File: src/period_timer_consts.svh
`ifndef PERIOD_TIMER_CONSTS_SVH
`define PERIOD_TIMER_CONSTS_SVH

// ----------------------------------------
// Register indices (byte address = 4 * index)
// ----------------------------------------
`define IDX_W            14
`define CTRL_IDX         14'h0f76
`define COUNT_IDX        14'h0f77
`define PERIOD_IDX       14'h0f78
`define IRQ_STAT_IDX     14'h0f79
`define IRQ_MASK_IDX     14'h0f7a

// ----------------------------------------
// Control field positions
// ----------------------------------------
`define CTRL_MATCH_DIV_HI 6
`define CTRL_MATCH_DIV_LO 3
`define CTRL_RUN_BIT      2
`define CTRL_IN_DIV_HI    1
`define CTRL_IN_DIV_LO    0
`define IRQ_PERIOD_BIT    0

// ----------------------------------------
// Reset values
// ----------------------------------------
`define CTRL_RESET       7'h00
`define COUNT_RESET      8'h00
`define PERIOD_RESET     8'hff
`define IRQ_STAT_RESET   1'h0
`define IRQ_MASK_RESET   1'h0

// ----------------------------------------
// Input divider select codes and terminal counts (ratio - 1)
// ----------------------------------------
`define IN_DIV_SEL_1     2'h0
`define IN_DIV_SEL_4     2'h1
`define IN_DIV_TERM_1    4'h0
`define IN_DIV_TERM_4    4'h3
`define IN_DIV_TERM_16   4'hf

`endif

File: src/period_timer_pkg.sv
package period_timer_pkg;

  typedef struct packed {
    logic        psel;
    logic        penable;
    logic        pwrite;
    logic [15:0] paddr;
    logic [31:0] pwdata;
  } apb_req_t;

  typedef struct packed {
    logic [31:0] prdata;
    logic        pready;
    logic        pslverr;
  } apb_rsp_t;

  typedef struct packed {
    logic [3:0] match_divider_select;
    logic       counter_run;
    logic [1:0] input_divider_select;
  } ctrl_t;

  typedef struct packed {
    ctrl_t       ctrl;
    logic [7:0]  count;
    logic [7:0]  period;
    logic        stat;
    logic        mask;
    logic        match;
    logic [31:0] rdata;
    logic        slverr;
  } timer_state_t;

endpackage

File: src/event_divider.sv
`timescale 1ns/10ps
`include "period_timer_consts.svh"

// Counts input events and passes every (terminal+1)-th one
module event_divider #(
  parameter int W = 4
) (
  input  wire logic         pclk,
  input  wire logic         presetn,
  input  wire logic         clear,
  input  wire logic         in_pulse,
  input  wire logic [W-1:0] terminal,
  output logic              out_pulse,
  output logic [W-1:0]      count
);

  logic [W-1:0] cnt_q;
  logic [W-1:0] cnt_d;

  // Clear wins over an arriving event, so a write never lets a stale phase through
  always_comb begin
    cnt_d     = cnt_q;
    out_pulse = 1'b0;
    if (clear) begin
      cnt_d = '0;
    end else if (in_pulse) begin
      if (cnt_q >= terminal) begin
        cnt_d     = '0;
        out_pulse = 1'b1;
      end else begin
        cnt_d = cnt_q + W'(1);
      end
    end
  end

  always_ff @(posedge pclk or negedge presetn) begin
    if (!presetn) begin
      cnt_q <= '0;
    end else begin
      cnt_q <= cnt_d;
    end
  end

  assign count = cnt_q;

endmodule

File: src/period_match_timer_8bit.sv
// The APB register port was left to the implementer.
`timescale 1ns/10ps
`include "period_timer_consts.svh"

// Functional notes
// - Counter and period are 8-bit registers, readable and writable by software.
// - Control bit 2 runs the timer; zero stops it.
// - Prescaler on instruction clock: 00 divides 1, 01 divides 4, 1x divides 16.
// - Counter climbs from 00h to period, next increment returns 00h with match.
// - Matches pass a 1:1 to 1:16 postscaler, bits 6:3, which sets flag.
// - Counter write, control write and reset clear prescaler and postscaler.
// - Control write leaves the counter value untouched.
// - Every device reset clears the counter to zero.
// - Period register resets to FFh.
// - Raw match offered only as PWM time base, never as a baud clock.
module period_match_timer_8bit (
  input  wire logic                      pclk,
  input  wire logic                      presetn,
  input  wire period_timer_pkg::apb_req_t apb_req,
  output period_timer_pkg::apb_rsp_t     apb_rsp,
  output logic                           pwm_time_base,
  output logic                           irq
);

  // ----------------------------------------
  // State
  // ----------------------------------------
  period_timer_pkg::timer_state_t st_q;
  period_timer_pkg::timer_state_t st_d;

  logic [`IDX_W-1:0] word_idx;
  logic              aligned;
  logic              setup;
  logic              access;
  logic              wr;
  logic              wr_ctrl;
  logic              wr_count;
  logic              wr_period;
  logic              wr_stat;
  logic              wr_mask;
  logic              scaler_clear;
  logic              pre_in;
  logic              pre_tick;
  logic [3:0]        pre_term;
  logic [3:0]        pre_cnt;
  logic              match;
  logic              post_tick;
  logic [3:0]        post_cnt;
  logic              mapped;
  logic [31:0]       rd_mux;

  // ----------------------------------------
  // APB decode
  // ----------------------------------------
  assign word_idx  = apb_req.paddr[15:2];
  assign aligned   = (apb_req.paddr[1:0] == 2'h0);
  assign setup     = apb_req.psel && !apb_req.penable;
  assign access    = apb_req.psel && apb_req.penable;
  assign wr        = access && apb_req.pwrite && aligned;
  assign wr_ctrl   = wr && (word_idx == `CTRL_IDX);
  assign wr_count  = wr && (word_idx == `COUNT_IDX);
  assign wr_period = wr && (word_idx == `PERIOD_IDX);
  assign wr_stat   = wr && (word_idx == `IRQ_STAT_IDX);
  assign wr_mask   = wr && (word_idx == `IRQ_MASK_IDX);

  assign mapped = aligned && ((word_idx == `CTRL_IDX) || (word_idx == `COUNT_IDX) ||
                              (word_idx == `PERIOD_IDX) || (word_idx == `IRQ_STAT_IDX) ||
                              (word_idx == `IRQ_MASK_IDX));

  // Read data is captured in the setup cycle so prdata comes from a flop;
  // a running counter therefore reads as its value one cycle before the access phase
  always_comb begin
    rd_mux = 32'h0000_0000;
    unique case (word_idx)
      `CTRL_IDX:     rd_mux = {25'h0, st_q.ctrl};
      `COUNT_IDX:    rd_mux = {24'h0, st_q.count};
      `PERIOD_IDX:   rd_mux = {24'h0, st_q.period};
      `IRQ_STAT_IDX: rd_mux = {31'h0, st_q.stat};
      `IRQ_MASK_IDX: rd_mux = {31'h0, st_q.mask};
      default:       rd_mux = 32'h0000_0000;
    endcase
    if (!aligned) begin
      rd_mux = 32'h0000_0000;
    end
  end

  // ----------------------------------------
  // Prescaler and postscaler
  // ----------------------------------------
  assign scaler_clear = wr_ctrl || wr_count;

  always_comb begin
    if (st_q.ctrl.input_divider_select == `IN_DIV_SEL_1) begin
      pre_term = `IN_DIV_TERM_1;
    end else if (st_q.ctrl.input_divider_select == `IN_DIV_SEL_4) begin
      pre_term = `IN_DIV_TERM_4;
    end else begin
      pre_term = `IN_DIV_TERM_16;
    end
  end

  // The instruction clock is pclk itself; a stopped timer feeds no events
  assign pre_in = st_q.ctrl.counter_run;

  event_divider #(
    .W (4)
  ) u_input_divider (
    .pclk      (pclk),
    .presetn   (presetn),
    .clear     (scaler_clear),
    .in_pulse  (pre_in),
    .terminal  (pre_term),
    .out_pulse (pre_tick),
    .count     (pre_cnt)
  );

  assign match = pre_tick && (st_q.count == st_q.period);

  event_divider #(
    .W (4)
  ) u_match_divider (
    .pclk      (pclk),
    .presetn   (presetn),
    .clear     (scaler_clear),
    .in_pulse  (match),
    .terminal  (st_q.ctrl.match_divider_select),
    .out_pulse (post_tick),
    .count     (post_cnt)
  );

  // ----------------------------------------
  // Next state
  // ----------------------------------------
  always_comb begin
    st_d       = st_q;
    st_d.match = match;
    if (pre_tick) begin
      if (st_q.count == st_q.period) begin
        st_d.count = 8'h00;
      end else begin
        st_d.count = st_q.count + 8'h01;
      end
    end
    // A software write to the counter beats a coincident increment
    if (wr_count) begin
      st_d.count = apb_req.pwdata[7:0];
    end
    if (wr_period) begin
      st_d.period = apb_req.pwdata[7:0];
    end
    if (wr_ctrl) begin
      st_d.ctrl = apb_req.pwdata[6:0];
    end
    if (wr_mask) begin
      st_d.mask = apb_req.pwdata[`IRQ_PERIOD_BIT];
    end
    // Set beats a write-one-to-clear in the same cycle
    st_d.stat = post_tick || (st_q.stat && !(wr_stat && apb_req.pwdata[`IRQ_PERIOD_BIT]));
    if (setup) begin
      st_d.rdata  = rd_mux;
      st_d.slverr = !mapped;
    end
  end

  always_ff @(posedge pclk or negedge presetn) begin
    if (!presetn) begin
      st_q.ctrl   <= `CTRL_RESET;
      st_q.count  <= `COUNT_RESET;
      st_q.period <= `PERIOD_RESET;
      st_q.stat   <= `IRQ_STAT_RESET;
      st_q.mask   <= `IRQ_MASK_RESET;
      st_q.match  <= 1'b0;
      st_q.rdata  <= 32'h0000_0000;
      st_q.slverr <= 1'b0;
    end else begin
      st_q <= st_d;
    end
  end

  // ----------------------------------------
  // Outputs
  // ----------------------------------------
  // Zero-wait slave; only a PWM time base and irq leave the block, no serial baud tap
  // One driver for the whole response struct keeps it a single continuous assignment
  assign apb_rsp = '{prdata:  st_q.rdata,
                     pready:  access,
                     pslverr: access && st_q.slverr};
  assign pwm_time_base   = st_q.match;
  assign irq             = st_q.stat && st_q.mask;

  // ----------------------------------------
  // Checks
  // ----------------------------------------
  logic init_done_q;

  always_ff @(posedge pclk or negedge presetn) begin
    if (!presetn) begin
      init_done_q <= 1'b0;
    end else begin
      init_done_q <= 1'b1;
    end
  end
endmodule

File: config.mk
export PLATFORM = sky130hd
export DESIGN_NAME = period_match_timer_8bit
export DESIGN_NICKNAME = d
export VERILOG_FILES = /design/src/period_timer_pkg.sv /design/src/event_divider.sv /design/src/period_match_timer_8bit.sv
export VERILOG_INCLUDE_DIRS = /design/src
export SDC_FILE = /design/constraint.sdc
export NUM_CORES = 1
export LEC_CHECK = 0
export BUFFER_PORTS_ARGS = -buffer_cell sky130_fd_sc_hd__buf_4
export CELL_PAD_IN_SITES_DETAIL_PLACEMENT = 0
export CELL_PAD_IN_SITES_GLOBAL_PLACEMENT = 1
export CORE_MARGIN = 2
export CORE_UTILIZATION = 38
export CTS_CLUSTER_SIZE = 8
export DETAILED_ROUTE_END_ITERATION = 6
export PLACE_DENSITY_LB_ADDON = 0.1
export SLEW_MARGIN = 5
export SYNTH_ARGS = -nofsm -noshare
export SYNTH_HDL_FRONTEND = slang
export SYNTH_SLANG_ARGS = --single-unit
File: constraint.sdc
create_clock -name pclk -period 2.6 [get_ports pclk]
set_input_delay 0.26 -clock pclk [delete_from_list [all_inputs] [get_ports pclk]]
set_output_delay 0.26 -clock pclk [all_outputs]
set_load 0.02 [all_outputs]
### Word-level counts from Yosys, hierarchy flattened

Index checks and enable logic that the tools add are counted.

| operators by class | value |
|---|---|
| $add $sub $neg | 3 |
| order comparisons | 2 |
| equality and inequality tests | 7 |
| multiplexer cells | 19 |
| reductions and logical operators | 29 |

Operators with widths:

| kind | number |
|---|---|
| $eq A14 B12 Y1 const B | 5 |
| $pmux W8 S5 | 1 |
| $mux W32 | 1 |
| $mux W4 | 8 |
| $mux W8 | 3 |
| $logic_and A1 B1 Y1 | 15 |
| $add A4 B1 Y4 const B | 2 |
| $add A8 B1 Y8 const B | 1 |
| $eq A8 B8 Y1 | 1 |
| $ge A4 B4 Y1 | 2 |
| $logic_or A1 B1 Y1 | 6 |
| $mux W1 | 6 |
| $reduce_bool A2 Y1 | 3 |
| $logic_not A2 Y1 | 2 |
| $logic_not A1 Y1 | 3 |
| $eq A2 B1 Y1 const B | 1 |

| storage, ports and cells | value |
|---|---|
| bits in registers | 67 |
| input port bits | 53 |
| output and inout bits | 36 |
| word-level logic and storage cells | 72 |

### Logic depth before layout (Yosys ltp)

Gate-level depths: netlist (run 1).

| logic depth | value |
|---|---|
| depth in word-level cells | 11 |
| mapped depth | 8 |
| depth with buffers taken out | 8 |

### By module

From an unflattened synthesis (run 1), not the netlist that was laid out.

| unflattened totals | value |
|---|---|
| cell total of the unflattened synthesis | 305 |
| area total of the unflattened synthesis | 2,966.6 µm² |

By module, submodules not included:

| module | times used | cells an instance | area an instance (µm²) |
|---|---|---|---|
| period_match_timer_8bit | 1 | 235 | 2,280.9 |
| event_divider | 2 | 35 | 342.8 |

### Worst setup path before layout (run 1)

OpenSTA, ideal clock, no wires.

| timing path | value |
|---|---|
| kind | reg2reg |
| start | reg st_q[53] (netlist name) |
| end | reg st_q[46] (netlist name) |
| data arrival time | 2.175 ns |
| data required time | 2.474 ns |
| slack | 0.299 ns |
| cell stages (with the launch flop) | 9 |
| period minus slack after synthesis | 2.301 ns |
| cells stage by stage | dfrtp_1 -> or2_2 -> ha_1 -> nand2b_1 -> a2111o_1 -> nand3_1 -> nor3_1 -> and3b_1 -> a221o_1 |

| between the ends | value |
|---|---|
| cells in the longest elaborated chain, start to end | 8 |
| elaborated cells on any way between the ends | 9 |

RTL lines:

| what | RTL line | source |
|---|---|---|
| from (decl) | period_match_timer_8bit.sv:28 | `period_timer_pkg::timer_state_t st_q;` |
| from (signal assigned) | period_match_timer_8bit.sv:176 | `st_q <= st_d;` |
| $eq A2 B1 Y1 (no line) | n/a |  |
| $mux W4 | period_match_timer_8bit.sv:95 | `` end else if (st_q.ctrl.input_divider_select == `IN_DIV_SEL_4) begin `` |
| $mux W4 (*) | period_match_timer_8bit.sv:93 | `` if (st_q.ctrl.input_divider_select == `IN_DIV_SEL_1) begin `` |
| $ge A4 B4 Y1 (*) | event_divider.sv:27 | `if (cnt_q >= terminal) begin` |
| $mux W1 (*) | event_divider.sv:27 |  |
| $mux W1 (*) | event_divider.sv:26 | `end else if (in_pulse) begin` |
| $mux W1 (*) | event_divider.sv:24 | `if (clear) begin` |
| $reduce_bool A2 Y1 (no line) (*) | n/a |  |

Every way passes the cells marked *; elsewhere a longest branch is shown, timed or not.
A chain may end at the register's enable or synchronous reset.

### Worst setup path in the final report (run 1)

| timing path | value |
|---|---|
| start | reg st_q[53] (netlist name) |
| end | reg st_q[45] (netlist name) |

The elaborated chain is that of the path after synthesis.

==> metrics.cfg, run 1 <==
[timing]
setup_violations = 0
worst_slew_pin_slew_ns = 0.564
rsz0062_at_grt = false
maxSlewViolCount = 0
slew_headroom = 0.624
hold_viol_final = 0
tns_ns = 0
fin_worst_skew_ns = 0.00665
max_freq_mhz = 412
fin_crit_sh = 0.933
fin_crit_ns = 2.43

[drt]
viasPerCell = 4.94
drcViolationCount = 0
drt-initial-drc-count = 99
drt_wl_total_mm = 6.42
drt-wirelength-per-cell_um = 15.0
num_vias = 2110
drtAntennaViolNets = 0
firstDrtPassIters = 4

[outcome]
status = completed

[synth]
async_flop_share = 1.00
synth_xor_area_frac = 0.0251
yosysWarnings = 0
netlist_area_mm2 = 0.00279
yosysSeqAreaShare = 0.389
synth_compound_area_frac = 0.153
synth-main-ff-cell = dfrtp_1
synth_seq_cells = 43
synth_edf_count = 0
synth-simple-area-share = 0.195
yosys.cell_types.count = 52
synthAdderAreaFrac = 0.0493
syn_inst = 289
synth_top_family_by_area = simple AND/OR/NAND/NOR gates
avgSynthCellArea_um2 = 9.66
synth_mux_area_frac = 0.0628

[cts]
root_buffer = clkbuf_8
post_cts_buffers = 0
h-tree-depth = 2
cts.repair.resized = 0
cts_buffers = 5
cts_tree = done
postCtsHoldBufs = 1
clockBufferDepth = 2
clk_pin_slew_ns = 0.09
cts_sinks = 43
clk_latency_ns = 0.29

[setup_path]
endpoint_kind = register
start_kind = register
arrival_ns = 2.60
cp.required_ns = 2.78
crit_fanout = 5
crit_type = reg -> reg

[place]
place_area_mm2 = 0.00306
port_buffers = 40
dpl.cell_count = 418
gp_congestion = 0.793
dp_hpwl_mm = 4.82

[finish]
final_net_count = 391
layout_commonest_cell = buf_4
final_cell_mix = 48 x buf_4, 35 x dfrtp_1, 24 x conb_1
fillers = 713
layout-drive-gt1-share = 0.259
final_cell_count_no_fill = 427
stdcell_area_mm2 = 0.00318
n_antenna_cell = 0
syn_to_final_growth_pct = 13.8

[floorplan]
core_mm2 = 0.00718
die_w_um = 89.7
io_pins = 89
initial_utilization = 0.389
die_h_um = 89.7
row_count = 31
dieArea_mm2 = 0.00805

[global_route]
overflow = 0
grt_pass1_vias = 2048
grt_pass1_wl_mm = 10.7
grt_max_degree = 44
track_usage = 0.164
antenna_found_initial = 0

[run]
cap_violations = 0

[pwr]
vdd_drop_max_mv = 0.218
p_leak_uw = 0.00150
pwr_density_cell_mw_per_mm2 = 398

[min_path]
hp-class = in -> reg

-- registers in the layout, indices dropped and copies added (netlist names) --
register	count
st_q	25
apb_rsp	8
u_input_divider.count	4
u_match_divider.count	4
pre_in	1
pwm_time_base	1
-- report_power, final --
part	switching (µW)	total [µW]	internal (µW)
logic	71.1	109	37.4
clock network	245	487	242
registers	0.316	669	669
-- synth_stat cells (3+ instances only) --
library cell / count / area [µm²]
dfrtp_1: 35 / 876
buf_4: 34 / 255
o21ai_0: 22 / 110
nand2_1: 16 / 60.1
a22oi_1: 14 / 105
inv_1: 13 / 48.8
nand3_1: 13 / 65.1
nor2_1: 12 / 45.0
ha_1: 11 / 138
and3_1: 8 / 50.1
dfstp_2: 8 / 210
mux2_2: 8 / 90.1
xor2_1: 8 / 70.1
a21oi_1: 7 / 35.0
nand2b_1: 7 / 43.8
and2_1: 5 / 31.3
mux2_4: 5 / 75.1
a21o_1: 4 / 30.0
nor3_1: 4 / 20.0
nor4_1: 4 / 25.0
a221o_1: 3 / 30.0
and3b_1: 3 / 26.3
nand4b_1: 3 / 26.3
o31ai_1: 3 / 22.5
or3_1: 3 / 18.8
-- stage by stage --
step	hold WS, ns	total power [µW]	worst slack [ns]	util
after floorplan	-0.0356	760	0.299	-
after global placement	0.299	790	0.178	0.427
after detailed placement	0.296	791	0.152	0.427
after CTS	0.205	1290	0.136	0.443
after global routing	0.204	1330	0.00952	0.443
final	0.208	1260	0.174	0.443
-- worst max-delay path: stages (launching register included) --
cell and delay [ns]:
dfrtp_1 0.42, or2_2 0.34, ha_1 0.27, nand2b_1 0.14, a2111o_1 0.43, nand3_1 0.15, nor3_1 0.10, buf_4 0.18
a32oi_1 0.17, o21ai_0 0.11
-- path summary, 6_finish.rpt --
path,slack [ns],depth (start not counted),start,to
worst max register to register,0.17,9,st_q[53]$_DFFE_PN0P_,st_q[45]$_DFFE_PN0P_
worst min register to register,0.49,1,apb_rsp[2]$_DFFE_PN0P_,apb_rsp[2]$_DFFE_PN0P_
max in group asynchronous,1.71,2,presetn,st_q[36]$_DFFE_PN1P_
worst max-delay path,0.17,9,st_q[53]$_DFFE_PN0P_,st_q[45]$_DFFE_PN0P_
worst min-delay path,0.21,2,apb_req[7],st_q[43]$_DFFE_PN1P_
min in group asynchronous,0.48,2,presetn,u_match_divider.count[0]$_DFFE_PN0P_
-- cell families (layout without fill, tap and decap cells) --
group,Yosys count,after routing
buf+inv,54,70
fa+ha+maj,11,11
compound gates,65,65
mux,14,14
other cells,1,24
flops,43,43
simple gates,93,93
xor+xnor,8,8
-- layout make-up --
cell class | instances | area [µm²] | share of cell area
Inverter | 13 | 48.8 | 0.0154
Timing Repair Buffer | 49 | 370 | 0.117
Clock buffer | 7 | 96.3 | 0.0303
Tap cell | 99 | 124 | 0.0390
Multi-Input combinational cell | 215 | 1440 | 0.455
Sequential cell | 43 | 1090 | 0.342
Clock inverter | 1 | 7.51 | 0.00236
-- routing by layer --
metal,track usage,vias up,wire (µm)
met2,0.266,30,3070
met1,0.233,1022,3130
met4,0.0308,0,36
met5,0,-,0
li1,-,1056,-
met3,0.0268,2,173
Note: power is estimated with default switching activity, not from simulation.
==> inputs of run 2 (changes only) <==
--- a/config.mk
+++ b/config.mk
@@ -13,7 +13,7 @@
 export CORE_UTILIZATION = 38
 export CTS_CLUSTER_SIZE = 8
 export DETAILED_ROUTE_END_ITERATION = 6
-export PLACE_DENSITY_LB_ADDON = 0.1
+export PLACE_DENSITY = 0.92
 export SLEW_MARGIN = 5
 export SYNTH_ARGS = -nofsm -noshare
 export SYNTH_HDL_FRONTEND = slang
==> run 2 against run 1 <==
Highest routed layer unchanged. Largest cell class unchanged. Routed wire length shrank 3.8%. Utilization shrank 0.31 points. Total power shrank 0.77%.
==> metrics.cfg, run 2 (synthesis results as in run 1) <==
[cts]
cts_buffers = 5  ; unchanged
clk_pin_slew_ns = 0.09  ; about the same
clk_latency_ns = 0.29  ; about the same
root_buffer = clkbuf_8
h-tree-depth = 2  ; unchanged
cts_sinks = 43  ; unchanged
clockBufferDepth = 2  ; unchanged
cts_tree = done

[drt]
firstDrtPassIters = 4  ; unchanged
top_layer_used = met4
viasPerCell = 5.14  ; +4.0%
num_vias = 2178  ; +3.2%
drt-initial-drc-count = 120  ; +21%
met2WireLength_mm = 3.10  ; +0.94%
drt_wl_total_mm = 6.17  ; -3.8%
drcViolationCount = 0  ; unchanged
drt-wirelength-per-cell_um = 14.6  ; -3.1%
met3_length_um = 175  ; +1.2%
wl_met1_mm = 2.84  ; -9.4%
drtAntennaViolNets = 0  ; unchanged

[timing]
worst_slew_pin_slew_ns = 0.570  ; +0.00512 ns
max_freq_mhz = 404  ; -1.9%
fin_crit_sh = 0.951  ; +0.0178
maxSlewViolCount = 0  ; unchanged
fin_worst_skew_ns = 0.00995  ; +0.00330 ns
setup_violations = 0  ; unchanged
rsz0062_at_grt = false
hold_viol_final = 0  ; unchanged
tns_ns = 0  ; unchanged
slew_headroom = 0.620  ; -0.00342
fin_crit_ns = 2.47  ; +0.0462 ns

[setup_path]
arrival_ns = 2.64  ; +0.04 ns
endpoint_kind = register
cp.required_ns = 2.76  ; -0.02 ns
crit_fanout = 5  ; unchanged
crit_type = reg -> reg
start_kind = register
ff2ff_path_depth = 9  ; unchanged

[place]
port_buffers = 40  ; unchanged
place_area_mm2 = 0.00304  ; -0.74%
dp_hpwl_mm = 4.70  ; -2.6%
gp_congestion = 0.854  ; +7.7%

[floorplan]
initial_utilization = 0.389  ; unchanged
core_mm2 = 0.00718  ; unchanged
io_pins = 89  ; unchanged
dieArea_mm2 = 0.00805  ; unchanged
row_count = 31  ; unchanged
die_w_um = 89.7  ; unchanged
die_h_um = 89.7  ; unchanged

[run]
cap_violations = 0  ; unchanged

[finish]
largest_reg_flops = 25  ; unchanged
layout_commonest_cell = buf_4
layout-drive-gt1-share = 0.252  ; -0.00684
final_cell_mix = 45 x buf_4, 35 x dfrtp_1, 24 x conb_1
final_net_count = 388  ; -0.77%
syn_to_final_growth_pct = 13.0
stdcell_area_mm2 = 0.00315  ; -0.71%
regMostFlops = st_q
n_antenna_cell = 0  ; unchanged

[global_route]
grt_pass1_wl_mm = 10.3  ; -3.6%
grt_pass1_vias = 2147  ; +4.8%
grt_max_degree = 44  ; unchanged
overflow = 0  ; unchanged
antenna_found_initial = 0  ; unchanged
track_usage = 0.156  ; -0.00799

[pwr]
vdd_drop_max_mv = 0.262  ; +20%
pwr_density_cell_mw_per_mm2 = 398  ; about the same
p_leak_uw = 0.00149  ; -0.94%

[min_path]
worstHoldPathCells = 2  ; unchanged
hp-class = in -> reg

[outcome]
status = completed

run 2: changes by cell type in the layout (fill, tap and decap cells not counted), sizes merged:
cell | previous run | this run
buf | 48 | 45
run 2: power by group:
part	total [µW]	switching [µW]	internal [µW]
Clock	478	236	242
Combinational	108	71.8	36.4
Sequential	669	0.359	669
run 2: what timing repair did:
action | in CTS | in global routing
resized for setup | 0 | 0
hold buffers | 1 | 0
hold endpoints to repair | 35 | 0
buffers inserted | 0 | 0
run 2: per-layer routing:
metal | vias up | GRT usage
met5 | - | 0
met4 | 0 | 0.0397
met3 | 6 | 0.0226
met2 | 39 | 0.274
met1 | 1073 | 0.202
li1 | 1060 | -
run 2: critical path, stage by stage (launching register included):
cell and delay, ns:
dfrtp_1 0.42, or2_2 0.33, ha_1 0.27, nand2b_1 0.14, a2111o_1 0.43, nand3_1 0.20
nor3_1 0.11, buf_4 0.18, a32oi_1 0.15, o21ai_0 0.11
run 2: final cells by class:
type                            count  area [µm²]
Sequential cell                    43        1090
Clock buffer                        7        96.3
Timing Repair Buffer               46         348
Inverter                           13        48.8
Multi-Input combinational cell    215        1440
Clock inverter                      1        7.51
Tap cell                           99         124
Fill cell                         719        4020
run 2: metrics by stage:
| stage | total power [µW] | cells | hold WS (ns) | util | worst slack, ns |
|---|---|---|---|---|---|
| 6_report | 1260 | 424 | 0.211 | 0.440 | 0.127 |
| 2_1_floorplan | 760 | 312 | -0.0356 | - | 0.299 |
| 3_3_place_gp | 787 | 415 | 0.281 | 0.424 | 0.182 |
| 3_5_place_dp | 790 | 415 | 0.299 | 0.424 | 0.124 |
| 4_1_cts | 1270 | 424 | 0.209 | 0.440 | 0.108 |
| 5_1_grt | 1300 | 424 | 0.212 | 0.440 | 0.0113 |
run 2: final timing paths:
path	from	to	slack [ns]
worst max-delay path	st_q[52]$_DFFE_PN0P_	st_q[45]$_DFFE_PN0P_	0.13
min in group asynchronous	presetn	u_match_divider.count[1]$_DFFE_PN0P_	0.50
worst min register to register	apb_rsp[2]$_DFFE_PN0P_	apb_rsp[2]$_DFFE_PN0P_	0.50
max in group asynchronous	presetn	st_q[42]$_DFFE_PN1P_	1.70
worst max register to register	st_q[52]$_DFFE_PN0P_	st_q[45]$_DFFE_PN0P_	0.13
worst min-delay path	apb_req[6]	st_q[58]$_DFFE_PN0P_	0.21
==> inputs of run 3 (changes only) <==
--- a/config.mk
+++ b/config.mk
@@ -6,14 +6,15 @@
 export SDC_FILE = /design/constraint.sdc
 export NUM_CORES = 1
 export LEC_CHECK = 0
+export ABC_AREA = 1
 export BUFFER_PORTS_ARGS = -buffer_cell sky130_fd_sc_hd__buf_4
 export CELL_PAD_IN_SITES_DETAIL_PLACEMENT = 0
 export CELL_PAD_IN_SITES_GLOBAL_PLACEMENT = 1
 export CORE_MARGIN = 2
-export CORE_UTILIZATION = 38
+export CORE_UTILIZATION = 37
 export CTS_CLUSTER_SIZE = 8
 export DETAILED_ROUTE_END_ITERATION = 6
-export PLACE_DENSITY = 0.92
+export PLACE_DENSITY = 0.93
 export SLEW_MARGIN = 5
 export SYNTH_ARGS = -nofsm -noshare
 export SYNTH_HDL_FRONTEND = slang
==> run 3 against run 2 <==
Total power up 12%. Via count up 26%. Worst hold slack better by 0.0022 ns. Maximum frequency up 21%. Critical path type unchanged.
==> metrics.cfg, run 3 <==
[drt]
drcViolationCount = 0  ; unchanged
drt-initial-drc-count = 128  ; +6.7%
drtAntennaViolNets = 0  ; unchanged
num_vias = 2754  ; +26%
drt_wl_total_mm = 7.26  ; +18%
drt-wirelength-per-cell_um = 12.4  ; -15%
firstDrtPassIters = 5  ; +1
viasPerCell = 4.68  ; -8.8%

[min_path]
hold_end = st_q[37]$_DFFE_PN1P_
hp-class = in -> reg
min_from = apb_req[1]
worstHoldPathCells = 3  ; +1

[timing]
worst_slew_pin_slew_ns = 0.573  ; +0.00382 ns
max_freq_mhz = 490  ; +21%
fin_worst_skew_ns = 0.00241  ; -0.00754 ns
tns_ns = 0  ; unchanged
setup_violations = 0  ; unchanged
fin_crit_ns = 2.04  ; -0.430 ns
fin_crit_sh = 0.785  ; -0.166
hold_viol_final = 0  ; unchanged
rsz0062_at_grt = false
maxSlewViolCount = 0  ; unchanged
slew_headroom = 0.618  ; -0.00255

[finish]
final_net_count = 546  ; +41%
fillers = 870  ; +21%
regArea_mm2 = 0.00109  ; unchanged
n_antenna_cell = 0  ; unchanged
layout_commonest_cell = nand2_1
final_cell_mix = 152 x nand2_1, 59 x inv_1, 41 x buf_4
multi_input_area_mm2 = 0.00163  ; +13%
syn_to_final_growth_pct = 12.1
layout-drive-gt1-share = 0.176  ; -0.0763
regMostFlops = st_q
largest_reg_flops = 25  ; unchanged

[synth]
yosysMostFrequentCell = nand2_1
synth.area.top_cells = dfrtp_1 28%, nand2_1 18%, buf_4 8.1%
yosys.cell_types.count = 32  ; -38%
syn_inst = 449  ; +55%
yosysSeqAreaShare = 0.344  ; -0.0454
synth_edf_count = 0  ; unchanged
synth-main-ff-cell = dfrtp_1
synth_top_area_share = 0.277  ; -0.0366
netlist_area_mm2 = 0.00316  ; +13%
synth_seq_cells = 43  ; unchanged
synth_area_leader_cell = dfrtp_1
avgSynthCellArea_um2 = 7.04  ; -27%
async_flop_share = 1.00  ; unchanged
yosysWarnings = 0  ; unchanged
synth_common_cells = 152 x nand2_1, 59 x inv_1, 38 x nand3_1

[floorplan]
row_count = 33  ; +6.5%
initial_utilization = 0.383  ; -0.00629
core_mm2 = 0.00826  ; +15%
die_h_um = 96.4  ; +7.5%
die_w_um = 96.4  ; +7.5%
io_pins = 89  ; unchanged
dieArea_mm2 = 0.00930  ; +16%

[run]
cap_violations = 0  ; unchanged

[global_route]
met3_usage = 0.0458  ; +0.0231
grt_pass1_vias = 2670  ; +24%
grt_busiest_layer = met2
antenna_found_initial = 0  ; unchanged
grtUsageMet2 = 0.290  ; +0.0159
grt_pass1_wl_mm = 12.3  ; +19%
grt_max_degree = 44  ; unchanged
met1_usage = 0.220  ; +0.0180
overflow = 0  ; unchanged
track_usage = 0.172  ; +0.0159

[cts]
cts_sinks = 43  ; unchanged
clk_pin_slew_ns = 0.08  ; about the same
cts_tree = done
root_buffer = clkbuf_8
post_cts_buffers = 0  ; unchanged
h-tree-depth = 2  ; unchanged
cts_buffers = 5  ; unchanged
clockBufferDepth = 2  ; unchanged
clk_latency_ns = 0.30  ; about the same

[setup_path]
arrival_ns = 2.28  ; -0.36 ns
ff2ff_path_depth = 11  ; +2
crit_fanout = 5  ; unchanged
crit_type = reg -> reg
start_kind = register
rr_endpoint = u_match_divider.count[0]$_DFFE_PN0P_
timing.rr.start = st_q[53]$_DFFE_PN0P_
r2r_slack_ns = 0.56  ; +0.43 ns
cp.required_ns = 2.84  ; +0.08 ns
endpoint_kind = register

[pwr]
p_leak_uw = 0.00197  ; +32%
total_power_uw = 1410  ; +12%
internal_power_uw = 1090  ; +15%
p_seq_frac = 0.474  ; -0.059
vdd_drop_max_mv = 0.181  ; -31%
pwr-share-clk = 0.444  ; +0.064
switching_share = 0.227  ; -0.0180
pwr_density_cell_mw_per_mm2 = 398  ; +0.12%
switchingPower_uw = 321  ; +4.2%
p_comb_frac = 0.082  ; -0.004

[place]
dp_hpwl_mm = 5.59  ; +19%
port_buffers = 40  ; unchanged
gp_congestion = 0.887  ; +3.9%

[outcome]
status = completed

[run 3: layout make-up]
cell class,count,share of cell area
Clock buffer,6,0.0205
Multi-Input combinational cell,327,0.459
Clock inverter,2,0.0170
Tap cell,105,0.0371
Sequential cell,43,0.307
Timing Repair Buffer,42,0.0897
Inverter,63,0.0703
[run 3: cell families after synthesis]
kind of cell,Yosys count,share of synthesized area
buf+inv,102,0.169
xor+xnor,9,0.0249
compound gates,34,0.0598
flops,43,0.344
simple gates,249,0.357
other cells,1,0.00119
fa+ha+maj,11,0.0435
[run 3: stage by stage]
stage | instance area, µm² | util | hold slack [ns] | setup slack, ns | instances
after floorplan | 3250 | - | -0.0356 | 0.904 | 472
after global placement | 3400 | 0.412 | 0.295 | 0.659 | 579
after detailed placement | 3400 | 0.412 | 0.290 | 0.571 | 579
after CTS | 3540 | 0.429 | 0.208 | 0.561 | 588
after global routing | 3540 | 0.429 | 0.204 | 0.244 | 588
final | 3540 | 0.429 | 0.214 | 0.558 | 588
[run 3: per-layer routing]
metal  share of wire  routed length, µm
met4           0.013                 97
met2            0.47               3390
met3           0.074                536
met1            0.45               3240
met5               0                  0
[run 3: what timing repair did]
action,in CTS,in global routing
gates resized for setup,0,0
hold endpoints to repair,35,0
hold buffers,1,0
[run 3: how the worst max path moves through the flow]
stage	endpoint	slack, ns	start	depth (start not counted)
2_1_floorplan	u_match_divider.count[0]$_DFFE_PN0P_	0.90	st_q[53]$_DFFE_PN0P_	11
3_3_place_gp	u_match_divider.count[1]$_DFFE_PN0P_	0.66	st_q[53]$_DFFE_PN0P_	11
3_5_place_dp	st_q[51]$_DFFE_PN0P_	0.57	st_q[53]$_DFFE_PN0P_	10
4_1_cts	st_q[51]$_DFFE_PN0P_	0.56	st_q[53]$_DFFE_PN0P_	10
5_1_grt	u_match_divider.count[1]$_DFFE_PN0P_	0.24	st_q[53]$_DFFE_PN0P_	11
6_report	u_match_divider.count[0]$_DFFE_PN0P_	0.56	st_q[53]$_DFFE_PN0P_	11
[run 3: critical path: stages, from the launching register on]
cell and delay (ns):
dfrtp_1 0.44, nor2_1 0.19, ha_1 0.27, inv_1 0.05, o21ai_0 0.07, nand2_1 0.06, nand3_1 0.11, nand2_1 0.18
inv_1 0.13, a21oi_1 0.31, nand2_1 0.09, nand2_1 0.07
[run 3: power by group through the flow]
stage          clock network (µW)  registers (µW)  logic [µW]
6_report                      626             669         116
4_1_cts                       634             669         117
3_3_place_gp                    0             682         115
5_1_grt                       675             669         129
2_1_floorplan                   0             682        84.9
3_5_place_dp                    0             682         116
